===== config.mk =====
export PLATFORM = sky130hd
export DESIGN_NAME = csi_core
export DESIGN_NICKNAME = d
export VERILOG_FILES = /design/src/csi_pkg.sv /design/src/csi_buf_mem.sv /design/src/csi_core.sv
export SDC_FILE = /design/constraint.sdc
export NUM_CORES = 1
export LEC_CHECK = 0
export ABC_AREA = 1
export BUFFER_PORTS_ARGS = -buffer_cell sky130_fd_sc_hd__buf_2
export CAP_MARGIN = 15
export CELL_PAD_IN_SITES_DETAIL_PLACEMENT = 2
export CELL_PAD_IN_SITES_GLOBAL_PLACEMENT = 2
export CORE_MARGIN = 1
export CORE_UTILIZATION = 35
export DETAILED_ROUTE_END_ITERATION = 10
export PLACE_DENSITY = 0.81
export REMOVE_ABC_BUFFERS = 1
export SLEW_MARGIN = 20
export SYNTH_ARGS = -nofsm -noshare
export SYNTH_HDL_FRONTEND = slang
export SYNTH_SLANG_ARGS = --single-unit

===== constraint.sdc =====
create_clock -name ref_clk -period 3.36 [get_ports ref_clk]
set_input_delay 0.672 -clock ref_clk [delete_from_list [all_inputs] [get_ports ref_clk]]
set_output_delay 0.672 -clock ref_clk [all_outputs]
set_load 0.05 [all_outputs]

===== src/csi_pkg.sv =====
// codec serial interface: shared constants, field layout and carrier types
package csi_pkg;
    localparam int ADDR_W = 8;
    localparam int WORD_MAX = 16;
    localparam int SLOTS_MAX = 16;
    localparam int BUF_WORDS = 4;
    localparam int SYNC_W = 3;
    // register offsets (byte addresses)
    localparam logic [7:0] CTRL_OFS = 8'h00;
    localparam logic [7:0] FMT_OFS = 8'h04;
    localparam logic [7:0] STAT_OFS = 8'h08;
    localparam logic [7:0] BUF_OFS = 8'h10;
    localparam logic [7:0] BUF_MASK = 8'h0C;
    // control register fields
    localparam int EN_BIT = 0;
    localparam int BCK_DIR_BIT = 1;
    localparam int FS_DIR_BIT = 2;
    localparam int IDLE_MODE_BIT = 3;
    localparam int FS_MODE_POS = 4;
    // format register fields
    localparam int WS_POS = 0;
    localparam int BUFFER_LENGTH_SELECT_POS = 4;
    localparam int FLEN_POS = 8;
    localparam int DIV_POS = 16;
    // status register fields
    localparam int SLOT_POS = 0;
    localparam int RX_FULL_BIT = 4;
    localparam int TX_EMPTY_BIT = 5;
    // slot lengths of the two link framings
    localparam logic [4:0] AC16_SLOT = 5'h10;
    localparam logic [4:0] AC20_SLOT = 5'h14;

    typedef enum logic [1:0] {
        FS_MULTI = 2'h0,
        FS_I2S = 2'h1,
        FS_AC16 = 2'h2,
        FS_AC20 = 2'h3
    } csi_fs_mode_type;

    typedef enum logic [3:0] {
        PH_IDLE = 4'h1,
        PH_FETCH = 4'h2,
        PH_LOAD = 4'h4,
        PH_RUN = 4'h8
    } csi_phase_type;

    typedef struct packed {
        logic en;
        logic bit_clock_direction;
        logic frame_sync_direction;
        logic idle_output_mode;
        csi_fs_mode_type frame_sync_mode_select;
        logic [3:0] word_size_select;
        logic [1:0] buffer_length_select;
        logic [3:0] frame_len;
        logic [7:0] clk_div;
    } csi_cfg_type;

    // 16-bit words, one word per frame, bit clock toggles every 4 clocks
    localparam csi_cfg_type CFG_RST = '{1'b0, 1'b0, 1'b0, 1'b0, FS_MULTI,
                                        4'hF, 2'h0, 4'h0, 8'h03};
endpackage


===== src/csi_buf_mem.sv =====
// shadow buffer memory: cpu port and serial-engine port, registered reads
module csi_buf_mem #(
    parameter int DW = 16,
    parameter int AW = 3
) (
    input wire logic clk,
    input wire logic a_we,
    input wire logic [AW-1:0] a_addr,
    input wire logic [DW-1:0] a_wd,
    output logic [DW-1:0] a_rd,
    input wire logic b_we,
    input wire logic [AW-1:0] b_waddr,
    input wire logic [DW-1:0] b_wd,
    input wire logic [AW-1:0] b_raddr,
    output logic [DW-1:0] b_rd
);
    logic [DW-1:0] mem [2**AW];

    // the cpu only writes the transmit half and the engine only the
    // receive half, so the two write ports never collide
    always_ff @(posedge clk)
    begin
        if (a_we)
        begin
            mem[a_addr] <= a_wd;
        end
        if (b_we)
        begin
            mem[b_waddr] <= b_wd;
        end
        a_rd <= mem[a_addr];
        b_rd <= mem[b_raddr];
    end
endmodule


===== src/csi_core.sv =====
// codec serial interface: registers, pin control, framing and shift engine
// Behaviour
// RULE1: framed multi-channel, I2S and AC-link transfers
// RULE2: programmable word length, at most 16 bits
// RULE3: up to 16 slots, 256-bit frame (AC20 frames reach 320 bits: 16 slots of 20)
// RULE4: buffer up to four samples per direction
// RULE5: enabled port owns all four pin directions
// RULE6: bit clock driven or received per direction bit
// RULE7: serial out is output, driven during words
// RULE8: idle periods tri-stated or low per mode
// RULE9: serial in is input only when enabled
// RULE10: frame sync aligns data; direction bit selects driver
// RULE11: transfers go through shadow buffer memory
// RULE12: words left-justified in 16-bit buffers
// RULE13: short received words get zero LSBs
// RULE14: unused transmit LSBs are never sent
// RULE15: one 16-bit shift register, MSB first
// RULE16: two-bit mode selects multi, I2S, AC16, AC20
// RULE17: word length is field plus one bits
// RULE18: buffer length field selects one to four
// RULE19: one 2-bit word counter for both halves
// RULE20: slot counter advances, resets on frame sync
// RULE21: pulse request once buffered words exchanged
module csi_core #(
    parameter int ADDR_W = csi_pkg::ADDR_W
) (
    input wire logic ref_clk,
    input wire logic rst,
    input wire logic [ADDR_W-1:0] reg_addr,
    input wire logic [31:0] reg_wdata,
    input wire logic reg_wr,
    input wire logic reg_rd,
    output logic [31:0] reg_rdata,
    input wire logic serial_bit_clock_pin_in,
    output logic serial_bit_clock_pin_out,
    output logic serial_bit_clock_pin_oe,
    output logic serial_out_pin_out,
    output logic serial_out_pin_oe,
    input wire logic serial_in_pin,
    input wire logic frame_sync_pin_in,
    output logic frame_sync_pin_out,
    output logic frame_sync_pin_oe,
    output logic block_done
);
    typedef struct packed {
        csi_pkg::csi_cfg_type cfg;
        logic [2:0] sy1;
        logic [2:0] sy2;
        logic [2:0] sy3;
        logic [2:0] cln;
        logic bck_prev;
        logic fs_prev;
        logic bck_gen;
        logic [7:0] div_cnt;
        logic fs_gen;
        logic [15:0] sr;
        logic [4:0] bitcnt;
        logic [3:0] slot;
        logic [1:0] wcnt;
        logic sdo;
        logic active;
        csi_pkg::csi_phase_type ph;
        logic wr;
        logic [2:0] wr_addr;
        logic [15:0] wr_data;
        logic done;
        logic rx_full;
        logic tx_empty;
        logic buf_rd;
        logic [31:0] rdata;
    } csi_state_type;

    csi_state_type q;
    csi_state_type d;
    logic [15:0] a_rd;
    logic [15:0] b_rd;
    logic [4:0] wl;
    logic [4:0] slot_len;
    logic [4:0] idx;
    logic [15:0] sr_in;
    logic [2:0] clean;
    logic bck_now;
    logic fs_now;
    logic rise;
    logic fall;
    logic fs_start;
    logic word_end;
    logic shift_en;
    logic hit_ctrl;
    logic hit_fmt;
    logic hit_stat;
    logic hit_buf;

    ////////////////////////////////////////////////////////////////////////
    // decode and timing terms

    assign hit_ctrl = reg_addr == ADDR_W'(csi_pkg::CTRL_OFS);
    assign hit_fmt = reg_addr == ADDR_W'(csi_pkg::FMT_OFS);
    assign hit_stat = reg_addr == ADDR_W'(csi_pkg::STAT_OFS);
    assign hit_buf = (reg_addr & ~ADDR_W'(csi_pkg::BUF_MASK)) == ADDR_W'(csi_pkg::BUF_OFS);

    assign wl = 5'(q.cfg.word_size_select) + 5'h1; // [RULE17] [RULE2]
    always_comb
    begin
        case (q.cfg.frame_sync_mode_select) // [RULE16] [RULE1]
            csi_pkg::FS_AC16: slot_len = csi_pkg::AC16_SLOT;
            csi_pkg::FS_AC20: slot_len = csi_pkg::AC20_SLOT;
            default: slot_len = wl;
        endcase
    end

    // a pin change counts once stages two and three agree; no fourth register,
    // so a data bit launched on a codec-driven clock still meets its next edge
    assign clean = (~(q.sy2 ^ q.sy3) & q.sy3) | ((q.sy2 ^ q.sy3) & q.cln);
    // internal clock and sync need no synchroniser when the device drives them
    assign bck_now = q.cfg.bit_clock_direction ? clean[0] : q.bck_gen; // [RULE6]
    assign fs_now = q.cfg.frame_sync_direction ? clean[1] : q.fs_gen; // [RULE10]
    assign rise = q.cfg.en & bck_now & ~q.bck_prev;
    assign fall = q.cfg.en & ~bck_now & q.bck_prev;
    // i2s frames open on the left channel, i.e. when sync drops
    assign fs_start = rise & ((q.cfg.frame_sync_mode_select == csi_pkg::FS_I2S)
                              ? (~fs_now & q.fs_prev) : (fs_now & ~q.fs_prev));
    assign idx = fs_start ? 5'h0 : q.bitcnt;
    assign word_end = rise & (idx == slot_len - 5'h1) & (q.ph == csi_pkg::PH_RUN);
    assign shift_en = rise & (idx < wl) & (q.ph == csi_pkg::PH_RUN);
    assign sr_in = shift_en ? {q.sr[14:0], clean[2]} : q.sr; // [RULE15]

    ////////////////////////////////////////////////////////////////////////
    // next state

    always_comb
    begin
        d = q;
        d.sy1 = {serial_in_pin, frame_sync_pin_in, serial_bit_clock_pin_in};
        d.sy2 = q.sy1;
        d.sy3 = q.sy2;
        d.cln = clean;
        d.bck_prev = bck_now;
        d.wr = 1'b0;
        d.done = 1'b0;
        d.buf_rd = reg_rd & hit_buf;

        if (q.cfg.en && !q.cfg.bit_clock_direction)
        begin
            if (q.div_cnt == q.cfg.clk_div) // [RULE6]
            begin
                d.div_cnt = 8'h0;
                d.bck_gen = ~q.bck_gen;
            end
            else
            begin
                d.div_cnt = q.div_cnt + 8'h1;
            end
        end
        else
        begin
            d.div_cnt = 8'h0;
            d.bck_gen = 1'b0;
        end

        if (rise)
        begin
            d.fs_prev = fs_now;
            d.sr = sr_in;
            d.bitcnt = word_end ? 5'h0 : idx + 5'h1;
            if (fs_start)
            begin
                d.slot = 4'h0; // [RULE20]
                d.wcnt = 2'h0; // [RULE19]
            end
        end

        if (word_end)
        begin
            d.wr = 1'b1;
            d.wr_addr = {1'b0, q.wcnt}; // [RULE19]
            d.wr_data = sr_in << (5'h10 - wl); // [RULE12] [RULE13]
            d.slot = (q.slot == q.cfg.frame_len) ? 4'h0 : q.slot + 4'h1; // [RULE20] [RULE3]
            d.done = q.wcnt == q.cfg.buffer_length_select; // [RULE18] [RULE21] [RULE4]
            d.wcnt = d.done ? 2'h0 : q.wcnt + 2'h1; // [RULE19]
            d.ph = csi_pkg::PH_FETCH;
        end

        if (fall)
        begin
            // bits beyond the word length stay idle: short words never
            // reach the pin from the unused low end of the buffer
            d.active = q.bitcnt < wl && q.ph == csi_pkg::PH_RUN; // [RULE14] [RULE7]
            d.sdo = d.active & q.sr[15]; // [RULE15] [RULE8]
            case (q.cfg.frame_sync_mode_select)
                csi_pkg::FS_MULTI: d.fs_gen = q.slot == 4'h0 && q.bitcnt == 5'h0;
                csi_pkg::FS_I2S: d.fs_gen = q.slot[0];
                default: d.fs_gen = q.slot == 4'h0;
            endcase
        end

        case (q.ph)
            csi_pkg::PH_IDLE:
            begin
                d.wcnt = 2'h0;
                d.slot = 4'h0;
                d.bitcnt = 5'h0;
                d.active = 1'b0;
                d.sdo = 1'b0;
                d.fs_gen = 1'b0;
                if (q.cfg.en)
                begin
                    d.ph = csi_pkg::PH_FETCH;
                end
            end
            csi_pkg::PH_FETCH: d.ph = csi_pkg::PH_LOAD;
            csi_pkg::PH_LOAD:
            begin
                d.sr = b_rd; // [RULE11]
                d.ph = csi_pkg::PH_RUN;
            end
            csi_pkg::PH_RUN: d.ph = word_end ? csi_pkg::PH_FETCH : csi_pkg::PH_RUN;
            default: d.ph = csi_pkg::PH_IDLE;
        endcase
        if (!q.cfg.en)
        begin
            d.ph = csi_pkg::PH_IDLE;
        end

        // a block end in the same cycle as the clearing access wins
        d.rx_full = d.done | (q.rx_full & ~(reg_rd & hit_buf));
        d.tx_empty = d.done | (q.tx_empty & ~(reg_wr & hit_buf));

        if (reg_wr && hit_ctrl)
        begin
            d.cfg.en = reg_wdata[csi_pkg::EN_BIT];
            d.cfg.bit_clock_direction = reg_wdata[csi_pkg::BCK_DIR_BIT];
            d.cfg.frame_sync_direction = reg_wdata[csi_pkg::FS_DIR_BIT];
            d.cfg.idle_output_mode = reg_wdata[csi_pkg::IDLE_MODE_BIT];
            d.cfg.frame_sync_mode_select =
                csi_pkg::csi_fs_mode_type'(reg_wdata[csi_pkg::FS_MODE_POS +: 2]);
        end
        if (reg_wr && hit_fmt)
        begin
            d.cfg.word_size_select = reg_wdata[csi_pkg::WS_POS +: 4];
            d.cfg.buffer_length_select = reg_wdata[csi_pkg::BUFFER_LENGTH_SELECT_POS +: 2];
            d.cfg.frame_len = reg_wdata[csi_pkg::FLEN_POS +: 4];
            d.cfg.clk_div = reg_wdata[csi_pkg::DIV_POS +: 8];
        end

        d.rdata = 32'h0;
        if (reg_rd && hit_ctrl)
        begin
            d.rdata[csi_pkg::EN_BIT] = q.cfg.en;
            d.rdata[csi_pkg::BCK_DIR_BIT] = q.cfg.bit_clock_direction;
            d.rdata[csi_pkg::FS_DIR_BIT] = q.cfg.frame_sync_direction;
            d.rdata[csi_pkg::IDLE_MODE_BIT] = q.cfg.idle_output_mode;
            d.rdata[csi_pkg::FS_MODE_POS +: 2] = q.cfg.frame_sync_mode_select;
        end
        if (reg_rd && hit_fmt)
        begin
            d.rdata[csi_pkg::WS_POS +: 4] = q.cfg.word_size_select;
            d.rdata[csi_pkg::BUFFER_LENGTH_SELECT_POS +: 2] = q.cfg.buffer_length_select;
            d.rdata[csi_pkg::FLEN_POS +: 4] = q.cfg.frame_len;
            d.rdata[csi_pkg::DIV_POS +: 8] = q.cfg.clk_div;
        end
        if (reg_rd && hit_stat)
        begin
            d.rdata[csi_pkg::SLOT_POS +: 4] = q.slot;
            d.rdata[csi_pkg::RX_FULL_BIT] = q.rx_full;
            d.rdata[csi_pkg::TX_EMPTY_BIT] = q.tx_empty;
        end
    end

    always_ff @(posedge ref_clk)
    begin
        if (rst)
        begin
            q <= '0;
            q.cfg <= csi_pkg::CFG_RST;
            q.ph <= csi_pkg::PH_IDLE;
        end
        else
        begin
            q <= d;
        end
    end

    ////////////////////////////////////////////////////////////////////////
    // shadow memory: receive half at 0..3, transmit half at 4..7

    csi_buf_mem #(
        .DW(csi_pkg::WORD_MAX),
        .AW(3)
    ) u_mem (
        .clk(ref_clk),
        .a_we(reg_wr & hit_buf),
        .a_addr({reg_wr, reg_addr[3:2]}),
        .a_wd(reg_wdata[15:0]),
        .a_rd(a_rd),
        .b_we(q.wr),
        .b_waddr(q.wr_addr),
        .b_wd(q.wr_data),
        .b_raddr({1'b1, q.wcnt}),
        .b_rd(b_rd)
    );

    ////////////////////////////////////////////////////////////////////////
    // outputs

    assign reg_rdata = q.buf_rd ? {16'h0, a_rd} : q.rdata;
    // a disabled port releases every pin; serial in is never driven
    assign serial_bit_clock_pin_out = q.bck_gen;
    assign serial_bit_clock_pin_oe = q.cfg.en & ~q.cfg.bit_clock_direction; // [RULE5] [RULE6]
    assign frame_sync_pin_out = q.fs_gen;
    assign frame_sync_pin_oe = q.cfg.en & ~q.cfg.frame_sync_direction; // [RULE5] [RULE10]
    assign serial_out_pin_out = q.sdo;
    assign serial_out_pin_oe = q.cfg.en & (q.active | ~q.cfg.idle_output_mode); // [RULE7] [RULE8]
    assign block_done = q.done; // [RULE21]
endmodule


-- Yosys cells after proc, flatten, opt, wreduce, memory -nomap -nowiden
Memory sizes are Yosys's and may differ from the RTL's. A register that Yosys moved wholly into a read port is not among the register bits.
Index checks and enable logic that the tools add are counted.
- flip-flop bits (word level): 136
- bits in writable memories: 128
- output and inout bits: 39
- logic and storage cells: 147
- memories: 1
- memories (memory ; words ; bits a word ; read ports ; clocked after Yosys merged registers in ; wr ports ; RTL line ; text):
    u_mem.mem ; 8 ; 16 ; 2 ; 2 ; 2 ; csi_buf_mem.sv:17 ; logic [DW-1:0] mem [2**AW];
- add/sub/neg operators: 7
- $lt $le $gt $ge: 2
- eq/ne operators: 14
- shifts and indexed selects: 1
- muxes and demuxes: 25
- bitwise gates (word level): 40
- reduce and logical (&&, ||, !) cells: 22
- operators with widths (cell ; count):
    $mux W16 ; 2
    $mux W32 ; 1
    $mux W6 ; 5
    $mux W27 ; 1
    $mux W21 ; 1
    $and A1 B1 Y1 ; 19
    $pmux W4 S4 ; 1
    $shl A16 B5 Y16 ; 1
    $not A1 Y1 ; 13
    $lt A5 B5 Y1 ; 2
    $mux W5 ; 2
    $pmux W5 S2 ; 1
    $add A8 B1 Y8 const B ; 1
    $eq A8 B3 Y1 const B ; 1
    $eq A8 B4 Y1 const B ; 1
    $eq A8 B8 Y1 ; 1
    $logic_and A1 B1 Y1 ; 8
    $logic_not A8 Y1 ; 1
    $mux W4 ; 2
    $reduce_or A2 Y1 ; 4
    $mux W1 ; 7
    $and A3 B3 Y3 ; 2
    $eq A6 B3 Y1 const B ; 1
    $reduce_bool A2 Y1 ; 3
    other kinds (27) ; 30

-- Depth between registers and ports, before layout
- word-level depth: 17
- gate-level depth with buffers: 24
- gate-level depth less buffers: 23

-- By module
A second synthesis with hierarchy kept.
- cells, all modules: 2265
- area total of the unflattened synthesis: 15723.8 sq um
- modules (own cells, without submodules) (module ; times used ; cells an instance ; area each (sq um) ; seq. area each (sq um)):
    csi_buf_mem ; 1 ; 1265 ; 9038.7 ; 4484.3
    csi_core ; 1 ; 1000 ; 6685.2 ; 2442.3

-- Least setup slack after synthesis
Ideal clock, no wire load.
- path type: register to register
- start: register q (netlist bit serial_bit_clock_pin_out)
- end: register q[51] (netlist bit)
- setup time: 0.109 ns
- arrival: 3.120 ns
- slack: 0.131 ns
- cell stages (with the launch flop): 19
- path buffers: 1
- path through: dfxtp_1 > nand2_1 > a21boi_2 > nand2_2 > nand2_1 > inv_1 > ha_1 > a31o_2 > nor3_4 > buf_4 > nand3_1 > nand2_1 > nand2_1 > nand3_1 > nand3_1 > nand3_1 > nand3_1 > nand2_1 > inv_1
- cells in the longest elaborated chain, start to end: 10
- elaborated cells between the ends (all ways): 13
- those cells by class: 1 x order compare; 1 x eq/ne; 1 x shift; 3 x mux; 7 x bitwise
- ends and longest elaborated chain (item ; RTL line ; text):
    from (decl) ; csi_core.sv:73 ; csi_state_type q;
    $mux W1 (*) ; csi_core.sv:116 ; assign bck_now = q.cfg.bit_clock_direction ? clean[0] : q.bck_gen;
    $and A1 B1 Y1 (*) (2 in series) ; csi_core.sv:118 ; assign rise = q.cfg.en & bck_now & ~q.bck_prev;
    $and A1 B1 Y1 ; csi_core.sv:121 ; assign fs_start = rise & ((q.cfg.frame_sync_mode_select == csi_pkg::FS_I2S)
    $mux W5 ; csi_core.sv:123 ; assign idx = fs_start ? 5'h0 : q.bitcnt;
    $lt A5 B5 Y1 ; csi_core.sv:125 ; assign shift_en = rise & (idx < wl) & (q.ph == csi_pkg::PH_RUN);
    $and A1 B1 Y1 (2 in series) ; csi_core.sv:125 ;
    $mux W16 ; csi_core.sv:126 ; assign sr_in = shift_en ? {q.sr[14:0], clean[2]} : q.sr;
    $shl A16 B5 Y16 ; csi_core.sv:177 ; d.wr_data = sr_in << (5'h10 - wl);
Mark *: on every way between the ends. The rest lies on a longest branch, timed or not.
A chain may end at the register's enable or synchronous reset.

-- Final worst setup path
- start: register q[136] (netlist bit)
- end: register q[51] (netlist bit)
- cells in the longest elaborated chain, start to end: 9
- elaborated cells between the ends (all ways): 12
- those cells by class: 1 x order compare; 1 x eq/ne; 1 x shift; 2 x mux; 7 x bitwise
- ends and longest elaborated chain (item ; RTL line):
    $and A1 B1 Y1 (*) (2 in series) ; csi_core.sv:118
    $and A1 B1 Y1 ; csi_core.sv:121
    $mux W5 ; csi_core.sv:123
    $lt A5 B5 Y1 ; csi_core.sv:125
    $and A1 B1 Y1 (2 in series) ; csi_core.sv:125
    $mux W16 ; csi_core.sv:126
    $shl A16 B5 Y16 ; csi_core.sv:177
Marked as above.

==> results_dict.tcl <==
set metrics [dict create \
    min_period_ps 3220 \
    critical_path_class "reg -> reg" \
    clockBufferDepth 3 \
    wirelength_mm 49.6 \
    clkPwrFrac_pct 47.0 \
    ys_ff_latch 282 \
    power_density_mw_per_mm2 481 \
    yosys-top-cells-count "nand2_1 (357), nor2_1 (162), dfxtp_1 (154)" \
    drt_iter0_markers 634 \
    dp_cells 2073 \
    die_x_um 195 \
    status "finished clean" \
    postRouteAntennaNets 0 \
    crit_family "simple AND/OR/NAND/NOR gates" \
    cts_buffers 31 \
    wire_per_inst_um 23.2 \
    die_h_um 195 \
    hold_start "frame_sync_pin_in" \
    pwr-share-seq_pct 49.1 \
    drc_errors 0 \
    ys_seq_area_share_pct 52.9 \
    worst_slew_pin_slew_ps 887 \
    drive_gt1_share_pct 15.5 \
    setup_viol 0 \
    syn_inst 1561 \
    core_area_mm2 0.0367 \
    dr.pass1.iters 5 \
    rows 70 \
    endpoint_kind "flop" \
    final_cell_area_mm2 0.0153 \
    antenna_found_initial 3 \
    cp.required_ps 3830 \
    vias 11875 \
    ys.flop_type "dfxtp_1" \
    min_path_type "in -> reg" \
    clk_latency_ps 580 \
    timing.rr.start "q[136]" \
    async_reset_ff_share_pct 0 \
    synth_top_area_share_pct 29.4 \
    r2r_end "q[51]" \
    initial_core_util_pct 35.7 \
    clock-sinks 282 \
    fin_crit_sh_pct 95.9 \
    power_mw 7.37 \
    via_per_inst 5.55 \
    p_sw_mw 1.68 \
    routabilityCongestion 0.834 \
    cts_hold_buf 0 \
    hold_viol 0 \
    area_growth_pct 17.1 \
    grt_pass1_vias 13200 \
    root_buffer "clkbuf_16" \
    fin_cells 2138 \
    max_cap_violations 0 \
    max-vdd-ir-drop_v 0.000414 \
    max_freq_mhz 311 \
    synth.area.top_cells "edfxtp_1 (29%), dfxtp_1 (24%), nand2_1 (10%)" \
    netlist_area_mm2 0.0131 \
    cts_tree "done" \
    nNetsFinal 1703 \
    io_buffers 69 \
    grt_max_degree 39 \
    synth_cell_types 50 \
    ys_warn_count 0 \
    pwr-share-comb_pct 3.9 \
    min_to "d[108]" \
    p_int_mw 5.69 \
    dpl_cell_area_mm2 0.0141 \
    utilization_pct 41.8 \
    cp_slowest_cell "dfxtp_1" \
    cp_common_cell "nand2_1" \
    synth_top_area_cell "edfxtp_1" \
    r2r_cells 20 \
    h-tree-depth 1 \
    p_sw_share_pct 22.9 \
    grt_pass1_wl_mm 76.0 \
    slew_violations 0 \
    start_kind "flop" \
    holdPathStages 3 \
    fin_worst_skew_ps 25.0 \
    synthMostInstantiatedCell "nand2_1" \
    io_pins 86 \
    die-area_mm2 0.0382 \
    p_leak_nw 5.99 \
    cp_max_fo 8 \
    relSlewSlack_pct 40.4 \
    synth-edff-count 128 \
    gr-total-overflow 0 \
    clk_pin_slew_ps 70 \
    crit_buf_inv 5 \
    grt_use_total_pct 25.9 \
    slowest_delay_ps 410 \
    crit_chain "inv_2 -> nor2_1 -> a21boi_2 -> nand2_4 -> nand2_1 -> inv_1 -> ha_4 -> a31o_2 -> nor3_4 -> buf_4 -> buf_6 -> nand3_2 -> nand2_1 -> nand2_1 -> nand3_2 -> nand3_2 -> nand3_1 -> nand3_1 -> nand2_1 -> inv_1" \
    hpwl_mm 32.7 \
    r2r_slack_ps 140 \
    avgSynthCellArea_um2 8.39 \
    arrival_ps 3690 \
]
## logic make-up (layout without fill, tap and decap cells)
kind of cell / count (synthesis) / after routing / share of synthesized area (%)
compound gates: 274 / 274 / 12.4
xor+xnor: 13 / 13 / 0.985
fa+ha+maj: 15 / 15 / 1.41
buf+inv: 232 / 331 / 7.16
flops: 282 / 282 / 52.9
mux: 10 / 10 / 0.860
other cells: 1 / 11 / 0.0286
simple gates: 734 / 734 / 24.2
## worst max path at each step
stage                                  start    end  slack, ps  depth (start not counted)
global route                          q[104]  q[49]         -1                         22
finish                                q[136]  q[51]        140                         20
detailed placement                    q[135]  q[46]        -20                         18
CTS                                   q[136]  q[46]         30                         19
floorplan           serial_bit_clock_pin_out  q[46]       -320                         18
global placement                      q[135]  q[46]        130                         18
## worst reg2reg max path, cell delays in order, from the launching register on
cell and delay [ps]:
dfxtp_1 410, inv_2 90, nor2_1 90, a21boi_2 270, nand2_4 120, nand2_1 130, inv_1 110, ha_4 270
a31o_2 250, nor3_4 150, buf_4 170, buf_6 160, nand3_2 120, nand2_1 110, nand2_1 100, nand3_2 110
nand3_2 120, nand3_1 150, nand3_1 90, nand2_1 60, inv_1 30
## per-stage QoR
stage	hold WS, ps	setup slack, ps	TNS (ps)
after global placement	390	133	0
after floorplan	388	-315	-3660
after CTS	294	30.6	0
after global routing	326	-1.05	-1.05
final	311	139	0
after detailed placement	401	-18.0	-19.8
## repair_timing
action | in CTS | in global routing
cloned | 0 | 1
setup endpoints to repair | 4 | 15
setup buffers | 2 | 1
gates resized for setup | 3 | 41
pin swaps | 1 | 6
## state kept, by name, summed over array words and instances, names as in the netlist
register	count
serial_bit_clock_pin_out	1
block_done	1
d	6
u_mem.b_rd	16
u_mem.a_rd	16
serial_out_pin_out	1
frame_sync_pin_out	1
u_mem.mem	128
q	112
## placed cells by master (no fill, tap or decap), types with 4 or more instances in the layout
| cell type | count |
|---|---|
| clkbuf_16 | 32 |
| buf_4 | 47 |
| nand3_1 | 119 |
| o211ai_1 | 6 |
| nand4_1 | 25 |
| a211oi_1 | 4 |
| buf_2 | 69 |
| a21oi_2 | 6 |
| clkinv_2 | 5 |
| nor3_1 | 11 |
| dfxtp_1 | 151 |
| a21oi_1 | 48 |
| clkinv_1 | 4 |
| xor2_1 | 8 |
| mux2_2 | 10 |
| ha_1 | 11 |
| a31oi_1 | 38 |
| nand3_2 | 23 |
| nor2_1 | 160 |
| inv_1 | 144 |
| nor3_2 | 5 |
| nand2_1 | 351 |
| a22oi_1 | 34 |
| o32ai_1 | 16 |
| nand2_2 | 16 |
| inv_2 | 8 |
| clkbuf_1 | 10 |
| conb_1 | 8 |
| edfxtp_1 | 128 |
| nor2_2 | 6 |
| o21ai_0 | 113 |
## area by class of cell
type	instances	area, um2
antenna	3	7.51
clock buffer	43	852
fill	4027	21400
inverter	154	578
tap	468	586
clock inverter	15	164
timing repair buffer	119	741
multi-input combinational	1054	5470
sequential	282	6930
## power by group through the flow
stage / sequential, mW / clock (mW) / combinational, mW
6_report: 3.62 / 3.47 / 0.288
2_1_floorplan: 3.69 / 0 / 0.138
5_1_grt: 3.62 / 3.66 / 0.310
4_1_cts: 3.62 / 3.53 / 0.287
3_3_place_gp: 3.69 / 0 / 0.263
3_5_place_dp: 3.69 / 0 / 0.279
## routing by layer
metal	global-route usage, %	vias up	share of wire (%)	routed length [um]
li1	-	5438	-	-
met1	31.6	6074	41	20400
met2	46.3	278	51	25200
met3	3.64	85	4.9	2440
met4	9.45	0	3.2	1580
met5	0	-	0	0
No activity file was read; power rests on OpenSTA's default activity.
